[config.mk]
export PLATFORM = sky130hd
export DESIGN_NAME = adps_top
export DESIGN_NICKNAME = d
export VERILOG_FILES = /design/src/design/adps_pkg.sv /design/src/design/adps_sel_if.sv /design/src/design/adps_decode.sv /design/src/design/adps_top.sv
export SDC_FILE = /design/constraint.sdc
export NUM_CORES = 1
export LEC_CHECK = 0
export ABC_AREA = 1
export BUFFER_PORTS_ARGS = -buffer_cell sky130_fd_sc_hd__buf_2
export CAP_MARGIN = 20
export CELL_PAD_IN_SITES_DETAIL_PLACEMENT = 1
export CELL_PAD_IN_SITES_GLOBAL_PLACEMENT = 1
export CORE_MARGIN = 2
export CORE_UTILIZATION = 35
export DETAILED_ROUTE_END_ITERATION = 16
export HOLD_SLACK_MARGIN = 0.1
export PLACE_DENSITY = 0.91
export SLEW_MARGIN = 30
export SYNTH_ARGS = -nofsm -noshare
export SYNTH_HDL_FRONTEND = slang
export SYNTH_HIERARCHICAL = 1
export SYNTH_SLANG_ARGS = --single-unit
[constraint.sdc]
create_clock -name CLK_SYS -period 2.8 [get_ports CLK_SYS]
set_input_delay 0.56 -clock CLK_SYS [delete_from_list [all_inputs] [get_ports CLK_SYS]]
set_output_delay 0.56 -clock CLK_SYS [all_outputs]
set_load 0.1 [all_outputs]
[src/design/adps_pkg.sv]
// Purpose: Shared constants and types for the analog/digital pin selector.
// Assumes: One 8-bit selection register in a 32-bit word, four-bit count field.
// Notes:   Register offset lies inside the slave's own 4 KB window.
package adps_pkg;

   // Pin counts
   localparam int unsigned   ADPS_PIN_COUNT          = 15;
   localparam int unsigned   ADPS_PORT2_PINS         = 8;

   // Register layout
   localparam logic [11:0]   ADPS_SEL_OFFSET         = 12'h000;
   localparam int unsigned   ADPS_REG_W              = 8;
   localparam int unsigned   ADPS_FIELD_LSB          = 0;
   localparam int unsigned   ADPS_FIELD_MSB          = 3;
   localparam logic [3:0]    ADPS_SEL_RESET          = 4'h0;
   localparam logic [3:0]    ADPS_FIELD_ALL_ANALOG   = 4'h0;
   localparam logic [3:0]    ADPS_FIELD_ALL_DIGITAL  = 4'h1;

   // Pins shared with the D/A converter outputs
   localparam int unsigned   ADPS_DAC0_PIN           = 2;
   localparam int unsigned   ADPS_DAC1_PIN           = 3;

   // AHB-Lite encodings
   localparam logic [1:0]    ADPS_HTRANS_IDLE        = 2'h0;
   localparam logic [1:0]    ADPS_HTRANS_NONSEQ      = 2'h2;
   localparam logic          ADPS_HRESP_OKAY         = 1'b0;

   typedef logic [14:0] adps_pin_vec_t;
   typedef logic [3:0]  adps_field_t;

   // Pin side reset images: every pin analog, DAC paths allowed, pads released
   localparam adps_pin_vec_t ADPS_ANALOG_RESET   = 15'h7fff;
   localparam logic [1:0]    ADPS_DAC_EN_RESET   = 2'h3;
   localparam adps_pin_vec_t ADPS_OE_N_RESET     = 15'h7fff;

endpackage

[src/design/adps_sel_if.sv]
// Purpose: Carries the selection field to the decoder and the pin mask back.
// Assumes: Decoder is purely combinational.
// Notes:   ctrl side owns the field, dec side owns the mask.
`timescale 1ns/1ns
`default_nettype none
interface adps_sel_if;
   import adps_pkg::*;

   adps_field_t   field;
   adps_pin_vec_t analog_mask;

   modport ctrl (output field, input analog_mask);
   modport dec  (input field, output analog_mask);
endinterface
`default_nettype wire

[src/design/adps_decode.sv]
// Purpose: Turns the four-bit count field into a per-pin analog mask.
// Assumes: Mask bit i set means converter input i is analog.
// Notes:   All sixteen codes are meaningful; none is illegal.
`timescale 1ns/1ns
`default_nettype none
module adps_decode
   import adps_pkg::*;
(
   adps_sel_if.dec sel
);

   // Code 0 keeps every pin analog, code n keeps inputs 0 to n-2 analog
   function automatic adps_pin_vec_t adps_field_to_mask(input adps_field_t f);
      logic [15:0] ones;
      ones = 16'h0000;
      if (f == ADPS_FIELD_ALL_ANALOG)
      begin
         ones = 16'hffff;
      end
      else
      begin
         ones = (16'h0001 << (f - 4'h1)) - 16'h0001;
      end
      return ones[14:0];
   endfunction

   // Combinational decode
   always_comb
   begin
      sel.analog_mask = adps_field_to_mask(sel.field);
   end

endmodule // adps_decode
`default_nettype wire

[src/design/adps_top.sv]
// Purpose: AHB-Lite register and pin steering for shared analog/digital pins.
// Assumes: Single-word transfers, one slave, zero wait states.
// Notes:   Pins 0-7 are port 2 pins 0-7, pins 8-14 are port 15 pins 0-6.
//
// How it works
// One register picks analog or digital per pin
// Reset puts every controlled pin into analog
// Fifteen inputs: port 2 and port 15 pins
// DAC outputs follow inputs two and three
// Eight-bit register, field bits 3-0, upper zero
// Field counts analog inputs; 0 all, 1 none
// Upper four bits ignore writes, read zero
`timescale 1ns/1ns
`default_nettype none
module adps_top
   import adps_pkg::*;
(
   input  wire logic          CLK_SYS,
   input  wire logic          NRST,
   input  wire logic          HSEL,
   input  wire logic [31:0]   HADDR,
   input  wire logic [1:0]    HTRANS,
   input  wire logic          HWRITE,
   input  wire logic [2:0]    HSIZE,
   input  wire logic          HREADY,
   input  wire logic [31:0]   HWDATA,
   output logic      [31:0]   HRDATA,
   output logic               HREADYOUT,
   output logic               HRESP,
   input  wire logic [14:0]   PIN_IN,
   output logic      [14:0]   PIN_OUT,
   output logic      [14:0]   PIN_OE_N,
   input  wire logic [14:0]   PORT_DOUT,
   input  wire logic [14:0]   PORT_DRIVE,
   output logic      [14:0]   PORT_DIN,
   output logic      [14:0]   ANALOG_SEL,
   output logic      [1:0]    DAC_OUT_EN
);

   // Bus side
   logic             addr_valid;
   logic             addr_hit;
   logic             dp_write_q;
   logic             dp_read_q;
   logic             dp_hit_q;
   logic             wr_en;
   logic [31:0]      rdata_d;
   logic [31:0]      rdata_q;
   adps_field_t      field_q;
   adps_field_t      field_fwd;

   // Pin side
   adps_pin_vec_t    mask;
   adps_pin_vec_t    analog_q;
   logic [1:0]       dac_en_q;
   adps_pin_vec_t    pin_out_q;
   adps_pin_vec_t    pin_oe_n_q;
   adps_pin_vec_t    sync1_q;
   adps_pin_vec_t    sync2_q;
   adps_pin_vec_t    sync3_q;
   adps_pin_vec_t    filt_d;
   adps_pin_vec_t    filt_q;
   adps_pin_vec_t    din_q;

   adps_sel_if       sel_if ();

   // Word image of the register: only the field is held, bits above read zero
   function automatic logic [31:0] adps_reg_word(input adps_field_t f);
      return {28'h0000000, f};
   endfunction

   // Register decode inside the slave's 4 KB window
   function automatic logic adps_addr_hit(input logic [31:0] a);
      return (a[11:2] == ADPS_SEL_OFFSET[11:2]);
   endfunction

   // Address phase is taken when selected, NONSEQ or SEQ (not IDLE or BUSY) and the bus is ready
   assign addr_valid = HSEL & HTRANS[1] & HREADY;
   assign addr_hit   = adps_addr_hit(HADDR);
   assign wr_en      = dp_write_q & dp_hit_q;

   // Data phase bookkeeping
   always_ff @(posedge CLK_SYS)
   begin
      if (!NRST)
      begin
         dp_write_q <= 1'b0;
         dp_read_q  <= 1'b0;
         dp_hit_q   <= 1'b0;
      end
      else
      begin
         dp_write_q <= addr_valid & HWRITE;
         dp_read_q  <= addr_valid & ~HWRITE;
         dp_hit_q   <= addr_valid & addr_hit;
      end
   end

   // Selection field: only bits 3-0 are stored, the rest of the byte is dropped
   always_ff @(posedge CLK_SYS)
   begin
      if (!NRST)
      begin
         field_q <= ADPS_SEL_RESET;
      end
      else if (wr_en)
      begin
         field_q <= HWDATA[ADPS_FIELD_MSB:ADPS_FIELD_LSB];
      end
   end

   // A write finishing now is forwarded so a back-to-back read sees it
   assign field_fwd = wr_en ? HWDATA[ADPS_FIELD_MSB:ADPS_FIELD_LSB] : field_q;

   // Read data prepared at the address phase; unmapped reads give zero
   always_comb
   begin
      rdata_d = 32'h00000000;
      if (addr_valid && !HWRITE && addr_hit)
      begin
         rdata_d = adps_reg_word(field_fwd);
      end
   end

   // Read data register
   always_ff @(posedge CLK_SYS)
   begin
      if (!NRST)
      begin
         rdata_q <= 32'h00000000;
      end
      else
      begin
         rdata_q <= rdata_d;
      end
   end

   // Zero wait states, always OKAY
   assign HRDATA    = rdata_q;
   assign HREADYOUT = 1'b1;
   assign HRESP     = ADPS_HRESP_OKAY;

   // Count field to per-pin mask
   assign sel_if.field = field_q;
   assign mask         = sel_if.analog_mask;

   adps_decode u_decode
   (
      .sel (sel_if.dec)
   );

   // Analog selects and DAC enables; DAC channels sit on pins 2 and 3
   always_ff @(posedge CLK_SYS)
   begin
      if (!NRST)
      begin
         analog_q <= ADPS_ANALOG_RESET;
         dac_en_q <= ADPS_DAC_EN_RESET;
      end
      else
      begin
         analog_q <= mask;
         dac_en_q <= {mask[ADPS_DAC1_PIN], mask[ADPS_DAC0_PIN]};
      end
   end

   // Pad drivers: an analog pin is never driven by the digital port
   always_ff @(posedge CLK_SYS)
   begin
      if (!NRST)
      begin
         pin_out_q  <= 15'h0000;
         pin_oe_n_q <= ADPS_OE_N_RESET;
      end
      else
      begin
         pin_out_q  <= PORT_DOUT & ~mask;
         pin_oe_n_q <= ~(PORT_DRIVE & ~mask);
      end
   end

   // Pad input synchroniser, three stages
   always_ff @(posedge CLK_SYS)
   begin
      if (!NRST)
      begin
         sync1_q <= 15'h0000;
         sync2_q <= 15'h0000;
         sync3_q <= 15'h0000;
      end
      else
      begin
         sync1_q <= PIN_IN;
         sync2_q <= sync1_q;
         sync3_q <= sync2_q;
      end
   end

   // A level change counts only once stages two and three agree
   assign filt_d = (sync2_q & sync3_q) | (filt_q & (sync2_q ^ sync3_q));

   // Filtered input; analog pins read as zero on the digital side
   always_ff @(posedge CLK_SYS)
   begin
      if (!NRST)
      begin
         filt_q <= 15'h0000;
         din_q  <= 15'h0000;
      end
      else
      begin
         filt_q <= filt_d;
         din_q  <= filt_q & ~analog_q;
      end
   end

   // Pin side outputs
   assign ANALOG_SEL = analog_q;
   assign DAC_OUT_EN = dac_en_q;
   assign PIN_OUT    = pin_out_q;
   assign PIN_OE_N   = pin_oe_n_q;
   assign PORT_DIN   = din_q;

   // Reset leaves every pin analog and released, DAC paths enabled
   AST_RESET_ANALOG: assert property (
      @(posedge CLK_SYS)
      !NRST |=> (ANALOG_SEL == 15'h7fff) && (PIN_OE_N == 15'h7fff) && (DAC_OUT_EN == 2'h3)
   ) else $error("Reset did not leave all pins analog");

   // A register write lands in the field and reaches the pins two edges later
   AST_WRITE_STEERS: assert property (
      @(posedge CLK_SYS) disable iff (!NRST)
      wr_en |=> (field_q == $past(HWDATA[3:0])) ##2 (ANALOG_SEL == $past(mask))
   ) else $error("Written selection did not steer the pins");

   // An analog pin is never driven by the port
   AST_ANALOG_RELEASED: assert property (
      @(posedge CLK_SYS) disable iff (!NRST)
      (ANALOG_SEL & ~PIN_OE_N) == 15'h0000
   ) else $error("Analog pin is driven digitally");

   // Analog pins read back zero on the digital input side
   AST_ANALOG_NO_DIN: assert property (
      @(posedge CLK_SYS) disable iff (!NRST)
      1'b1 |=> (PORT_DIN & $past(ANALOG_SEL)) == 15'h0000
   ) else $error("Analog pin passes digital input");

   // DAC enables track converter inputs two and three
   AST_DAC_FOLLOWS: assert property (
      @(posedge CLK_SYS) disable iff (!NRST)
      DAC_OUT_EN == {ANALOG_SEL[3], ANALOG_SEL[2]}
   ) else $error("DAC enable differs from its shared input");

   // Any read shows zeros above the field
   AST_UPPER_ZERO: assert property (
      @(posedge CLK_SYS) disable iff (!NRST)
      dp_read_q |-> (HRDATA[31:4] == 28'h0000000)
   ) else $error("Bits above the field read nonzero");

   // Code 0 keeps all analog, otherwise n-1 analog inputs
   AST_COUNT_MAP: assert property (
      @(posedge CLK_SYS) disable iff (!NRST)
      ($past(field_q) == ADPS_FIELD_ALL_ANALOG) ? (ANALOG_SEL == 15'h7fff)
         : ($countones(ANALOG_SEL) == int'($past(field_q)) - 1)
   ) else $error("Analog pin count does not match the field");

   // Analog pins are always the lowest-numbered ones
   AST_LOW_PINS_FIRST: assert property (
      @(posedge CLK_SYS) disable iff (!NRST)
      ((ANALOG_SEL + 15'h0001) & ANALOG_SEL) == 15'h0000
   ) else $error("Analog pins are not contiguous from input zero");

   // Readback holds only the stored field whatever was written above it
   AST_READBACK_FIELD: assert property (
      @(posedge CLK_SYS) disable iff (!NRST)
      (dp_read_q && dp_hit_q) |-> (HRDATA == {28'h0000000, field_q})
   ) else $error("Readback differs from the stored field");

   // Reset clears the field, the read data and the digital pad paths
   AST_RESET_FIELD: assert property (
      @(posedge CLK_SYS)
      !NRST |=> (field_q == ADPS_SEL_RESET) && (HRDATA == 32'h00000000) && (PIN_OUT == 15'h0000) && (PORT_DIN == 15'h0000)
   ) else $error("Reset did not clear field and digital paths");

   // The field changes only through a register write
   AST_FIELD_HOLDS: assert property (
      @(posedge CLK_SYS) disable iff (!NRST)
      !wr_en |=> $stable(field_q)
   ) else $error("Selection field changed without a write");

   // Port output data never reaches an analog pin
   AST_PIN_OUT_MASKED: assert property (
      @(posedge CLK_SYS) disable iff (!NRST)
      (PIN_OUT & ANALOG_SEL) == 15'h0000
   ) else $error("Port data appears on an analog pin");

   // A digital pin is driven exactly when the port asked for it
   AST_DRIVE_FOLLOWS_PORT: assert property (
      @(posedge CLK_SYS) disable iff (!NRST)
      1'b1 |=> (PIN_OE_N == ~($past(PORT_DRIVE) & ~ANALOG_SEL))
   ) else $error("Pad enable does not follow the port request");

endmodule // adps_top
`default_nettype wire

# After elaboration in Yosys (flattened, before gate mapping)
# Cells that the tools add are included.
# Widths: inputs -> output; s select.
[totals] elab_cells=40 reg_bits=160 inputBits=119
[op_classes] shift=1 n_mux=2 bitwise=15 reduce_logical=6 n_addsub=2
[op_table] cell="$and 15x15->15" count=5
[op_table] cell="$not 15->15" count=3
[op_table] cell="$mux 15" count=1
[op_table] cell="$or 15x15->15" count=1
[op_table] cell="$shl 1x4->15 const A" count=1
[op_table] cell="$sub 15x1->15 const B" count=1
[op_table] cell="$xor 15x15->15" count=1
[op_table] cell="$logic_not 10->1" count=1
[op_table] cell="$and 1x1->1" count=5
[op_table] cell="$logic_not 4->1" count=1
[op_table] cell="$mux 4" count=1
[op_table] cell="$sub 4x1->4 const B" count=1
[op_table] cell="$logic_and 1x1->1" count=2
[op_table] cell="$reduce_and 2->1" count=1
[op_table] cell="$logic_not 1->1" count=1

# Depth between registers and ports, before layout
[depth] word_depth=7 mapped_depth=15

# Modules after synthesis
# The synthesis kept the hierarchy.
[by_module_without_submodules] module="adps_top" seq_area_each_um2=2602.5 cells_per_inst=454 instances=1 area_per_inst_um2=4147.7
[by_module_without_submodules] module="adps_decode" seq_area_each_um2=0.0 cells_per_inst=79 instances=1 area_per_inst_um2=410.4

# Worst setup path after synthesis
# OpenSTA, ideal clock, no wires.
[synth_timing] path_type="register to output" startpoint="register ANALOG_SEL[2] (netlist name)" endpoint="output port DAC_OUT_EN[0]" path_stages_with_launch=2 arrival_ns=1.374 required_ns=2.240 n_path_buf=1 setup_slack_ns=0.866 path_cell_list="dfxtp_1 buf_4"
[synth_lines] item="to (decl)" line_no="adps_top.sv:37" text="output logic [1:0] DAC_OUT_EN"

# Final worst setup path
[layout_timing] startpoint="register field_q[3]" endpoint="register pin_out_q[14] (netlist: PIN_OUT[14])"
[layout_via] elab_chain_len=6
[layout_lines] item="from (decl)" line_no="adps_top.sv:49" text="adps_field_t field_q;"
[layout_lines] item="from (signal assigned)" line_no="adps_top.sv:108" text="field_q <= HWDATA[ADPS_FIELD_MSB:ADPS_FIELD_LSB];"
[layout_lines] item="$sub 4x1->4" line_no="adps_decode.sv:22" text="ones = (16'h0001 << (f - 4'h1)) - 16'h0001;"
[layout_lines] item="$shl 1x4->15" line_no="adps_decode.sv:22"
[layout_lines] item="$sub 15x1->15" line_no="adps_decode.sv:22"
[layout_lines] item="$mux 15 (*)" line_no="adps_decode.sv:16" text="if (f == ADPS_FIELD_ALL_ANALOG)"
[layout_lines] item="via mask[14]" line_no="adps_top.sv:53" text="adps_pin_vec_t mask;"
[layout_lines] item="$not 15->15 (*)" line_no="adps_top.sv:177" text="pin_out_q <= PORT_DOUT & ~mask;"
[layout_lines] item="$and 15x15->15 (*)" line_no="adps_top.sv:177"
[layout_lines] item="to (signal assigned)" line_no="adps_top.sv:177"
[layout_lines] item="to (decl)" line_no="adps_top.sv:56" text="adps_pin_vec_t pin_out_q;"
# Mark *: on every way through the listed nets, which the timed path passes. The rest lies on a longest branch.
# A chain may end at the register's enable or synchronous reset.

==> summary.md <==
| Metric | Value |
|---|---|
| Hold Fails Final Rpt | 0 |
| Yosys Warn Count | 6 |
| Post-route ant nets | 0 |
| Largest net degree at the start of global routing | 50 |
| Layout cell share with drive strength beyond 1 | 26.2% |
| NumNets Final | around 800 |
| Post-synthesis sequential area ratio | 57.1% |
| Post-place instance area | 5220 sq um |
| Initial DRC count | between 100 and 150 |
| Worst Setup Start Kind | flip-flop |
| Gate count of the mapped netlist | around 530 |
| Max cap viols | 0 |
| Tot GR Track Use | between 15 and 20% |
| Clock power frac | 51.4% |
| Die width | 118 um |
| Drt pass-1 iters | 4 |
| Final Cell Area | approximately 6000 sq um |
| Worst r2r path cells | 11 |
| Slew headroom | 65.9% |
| Num rows | 41 |
| Critical path startpoint | field_q[3] |
| Worst min path class | input pin to flip-flop |
| Core ar. | about 13,000 sq um |
| Worst Skew | 0.00784 ns |
| H-tree depth | 4 |
| RR Startpoint | field_q[3] |
| Switching Share | 25.1% |
| Min Tclk post-route | 2.21 ns |
| Clk Latency, worst-skew pair | 0.42 ns |
| Max Root-Sink Buffers | 2 |
| Crit Path Max Fanout | 15 |
| Die height | 118 um |
| Final max-slew violation count | 0 |
| Switching power | ~1.1 mW |
| CTS tree | built |
| Residual DRC | 0 |
| WL/cell | 13.1 um |
| Fmax | ~450 MHz |
| Worst vdd ir | 0.375 mV |
| Non-Filler Instances | 851 |
| CTS Buf Count | 17 |
| # port buffers | between 100 and 150 |
| Hold EP | sync1_q[14] |
| Vias/cell | 4.30 |
| Hold Path Cell Cnt | 3 |
| I/O pin count | 215 |
| Drt total wl | 11,200 um |
| RR Endpoint | PIN_OUT[14] |
| Root Driver | clkbuf_16 |
| Final setup violation count | 0 |
| Crit path DAT | 2.56 ns |
| Area grow syn2layout | 28.1% |
| HPWL after DPL | 8310 um |
| Crit Path Category | flip-flop to flip-flop |
| Hold_buf cts | 0 |
| CTS resizes | 0 |
| Global placement routability congestion | slightly above 0.8 |
| Power Dens Cells | 767 nW/um^2 |
| Clk sinks | 130 |
| Starting density of the core | 36.0% |
| Critical Path RT | 3.15 ns |
| FF+latch count, synth | 130 |
| Number of global-route vias before repair | 3,740 |
| Mapped Avg Cell Area | about 8.6 sq um |
| LEAKAGE | 3.18 nW |
| Die ar. | 14,000 sq um |
| Status | finished, final reports clean |
| Syn Std Cell Area | 4560 sq um |
| Register clock-pin slew on the reported worst setup and hold paths | 0.06 ns |
| Flop pwr share | between 40% and 50% |
| Cell Int Power | around 3.4 mW |
| Setup crit end kind | flip-flop |
| Comb power frac | 6.5% |
| Routed vias | 3,660 |
| Setup Fix Bufs, Post-CTS | 0 |
| Distinct cell type count after synthesis | 22 |
| Least-Margin Pin Slew | 0.512 ns |
| Initial antenna violation count | 0 |
| Hold path start | PIN_IN[14] |
| Final critical-path share of the clock period | 78.9% |
| Antenna Cells | 0 |
| RSZ-0062 raised after global routing | false |
| R2r setup slk | 0.59 ns |
| Setup TNS | 0 ns |
| GR Overflow Total | 0 |
| Placed Cells | a little over 800 |
| First-pass GRT wire length | 18,100 um |
-- state kept, by name, indices dropped and copies added (netlist names), 4 cells and up --
signal	cells
ANALOG_SEL	15
PIN_OE_N	15
PIN_OUT	15
PORT_DIN	15
filt_q	15
sync1_q	15
sync2_q	15
sync3_q	15
HRDATA	4
field_q	4
-- Yosys cell counts, drive strengths merged --
cell type	count	area [sq um]
nand4	4	25.0
dfxtp	130	2600
a21boi	1	7.51
nand3	37	200
nand2	104	395
or2	1	6.26
conb	2	7.51
ha	16	200
inv	91	342
a21oi	16	80.1
a221oi	1	8.76
nor2	73	292
o21ai	8	40.0
buf	48	343
o2111ai	1	8.76
-- cells by family after synthesis --
logic type	Yosys count	synth area share, %
simple gates	219	20.1
buf+inv	139	15.0
compound gates	27	3.18
other cells	2	0.165
flops	130	57.1
fa+ha+maj	16	4.39
-- routing by layer --
metal  vias up  track usage, %  routed length, um
li1       1818               -                  -
met1      1684            18.5               4640
met2       146            29.3               5530
met3        12            5.81                828
met4         0            6.10                165
met5         -               0                  0
-- metrics by stage --
step | worst slack (ns) | hold slack [ns] | total power, mW | util, %
floorplan | 0.866 | 0.390 | 2.19 | -
global placement | 0.730 | 0.393 | 2.21 | 41.2
detailed placement | 0.647 | 0.401 | 2.22 | 41.2
CTS | 0.612 | 0.301 | 4.54 | 46.1
global route | 0.377 | 0.311 | 4.64 | 46.1
finish | 0.590 | 0.318 | 4.48 | 46.1
-- how the worst max path moves through the flow --
stage                     to  slack, ns
2_1_floorplan  DAC_OUT_EN[0]       0.87
3_3_place_gp     PIN_OUT[10]       0.73
3_5_place_dp     PIN_OUT[14]       0.65
4_1_cts          PIN_OUT[10]       0.61
5_1_grt          PIN_OUT[14]       0.38
6_report         PIN_OUT[14]       0.59
-- power groups by stage --
stage / registers (mW) / logic (mW) / clock network, mW
final: 1.89 / 0.289 / 2.30
after global routing: 1.89 / 0.308 / 2.45
after detailed placement: 1.93 / 0.289 / 0
after floorplan: 1.92 / 0.262 / 0
after global placement: 1.93 / 0.285 / 0
after CTS: 1.89 / 0.292 / 2.36
-- final cells by class --
cell class              count  area [sq um]
fillers                  1526          6830
flip-flops and latches    130          2600
inverters                  91           342
clock buffers              17           425
repair buffers            134           683
multi-input cells         292          1380
clock inverters            15           195
well taps                 172           215
-- worst max-delay path, stage by stage (launching register included) --
cell	delay (ns)
dfxtp_1	0.52
inv_1	0.30
nand3_1	0.19
ha_1	0.24
nand3_2	0.14
inv_2	0.15
nand3_1	0.11
nand2_1	0.09
nand3_1	0.07
inv_1	0.09
nand2_1	0.11
nor2_1	0.13
-- cells in the final DEF (no fill, tap or decap), types with 2 or more instances in the layout --
cell | netlist | final
inv_1 | 89 | 89
inv_8 | 0 | 2
nand2_1 | 102 | 102
conb_1 | 2 | 30
nor2_2 | 4 | 4
a21oi_1 | 16 | 16
nand3_2 | 3 | 3
buf_2 | 10 | 129
inv_6 | 0 | 5
buf_4 | 36 | 5
dfxtp_1 | 130 | 130
clkbuf_16 | 0 | 17
ha_1 | 16 | 16
inv_2 | 2 | 2
nand4_1 | 4 | 4
nand3_1 | 34 | 34
o21ai_0 | 8 | 8
nand2_2 | 2 | 2
bufinv_16 | 0 | 3
nor2_1 | 68 | 68
clkinv_4 | 0 | 3
Power figures use the tool's default switching activity.
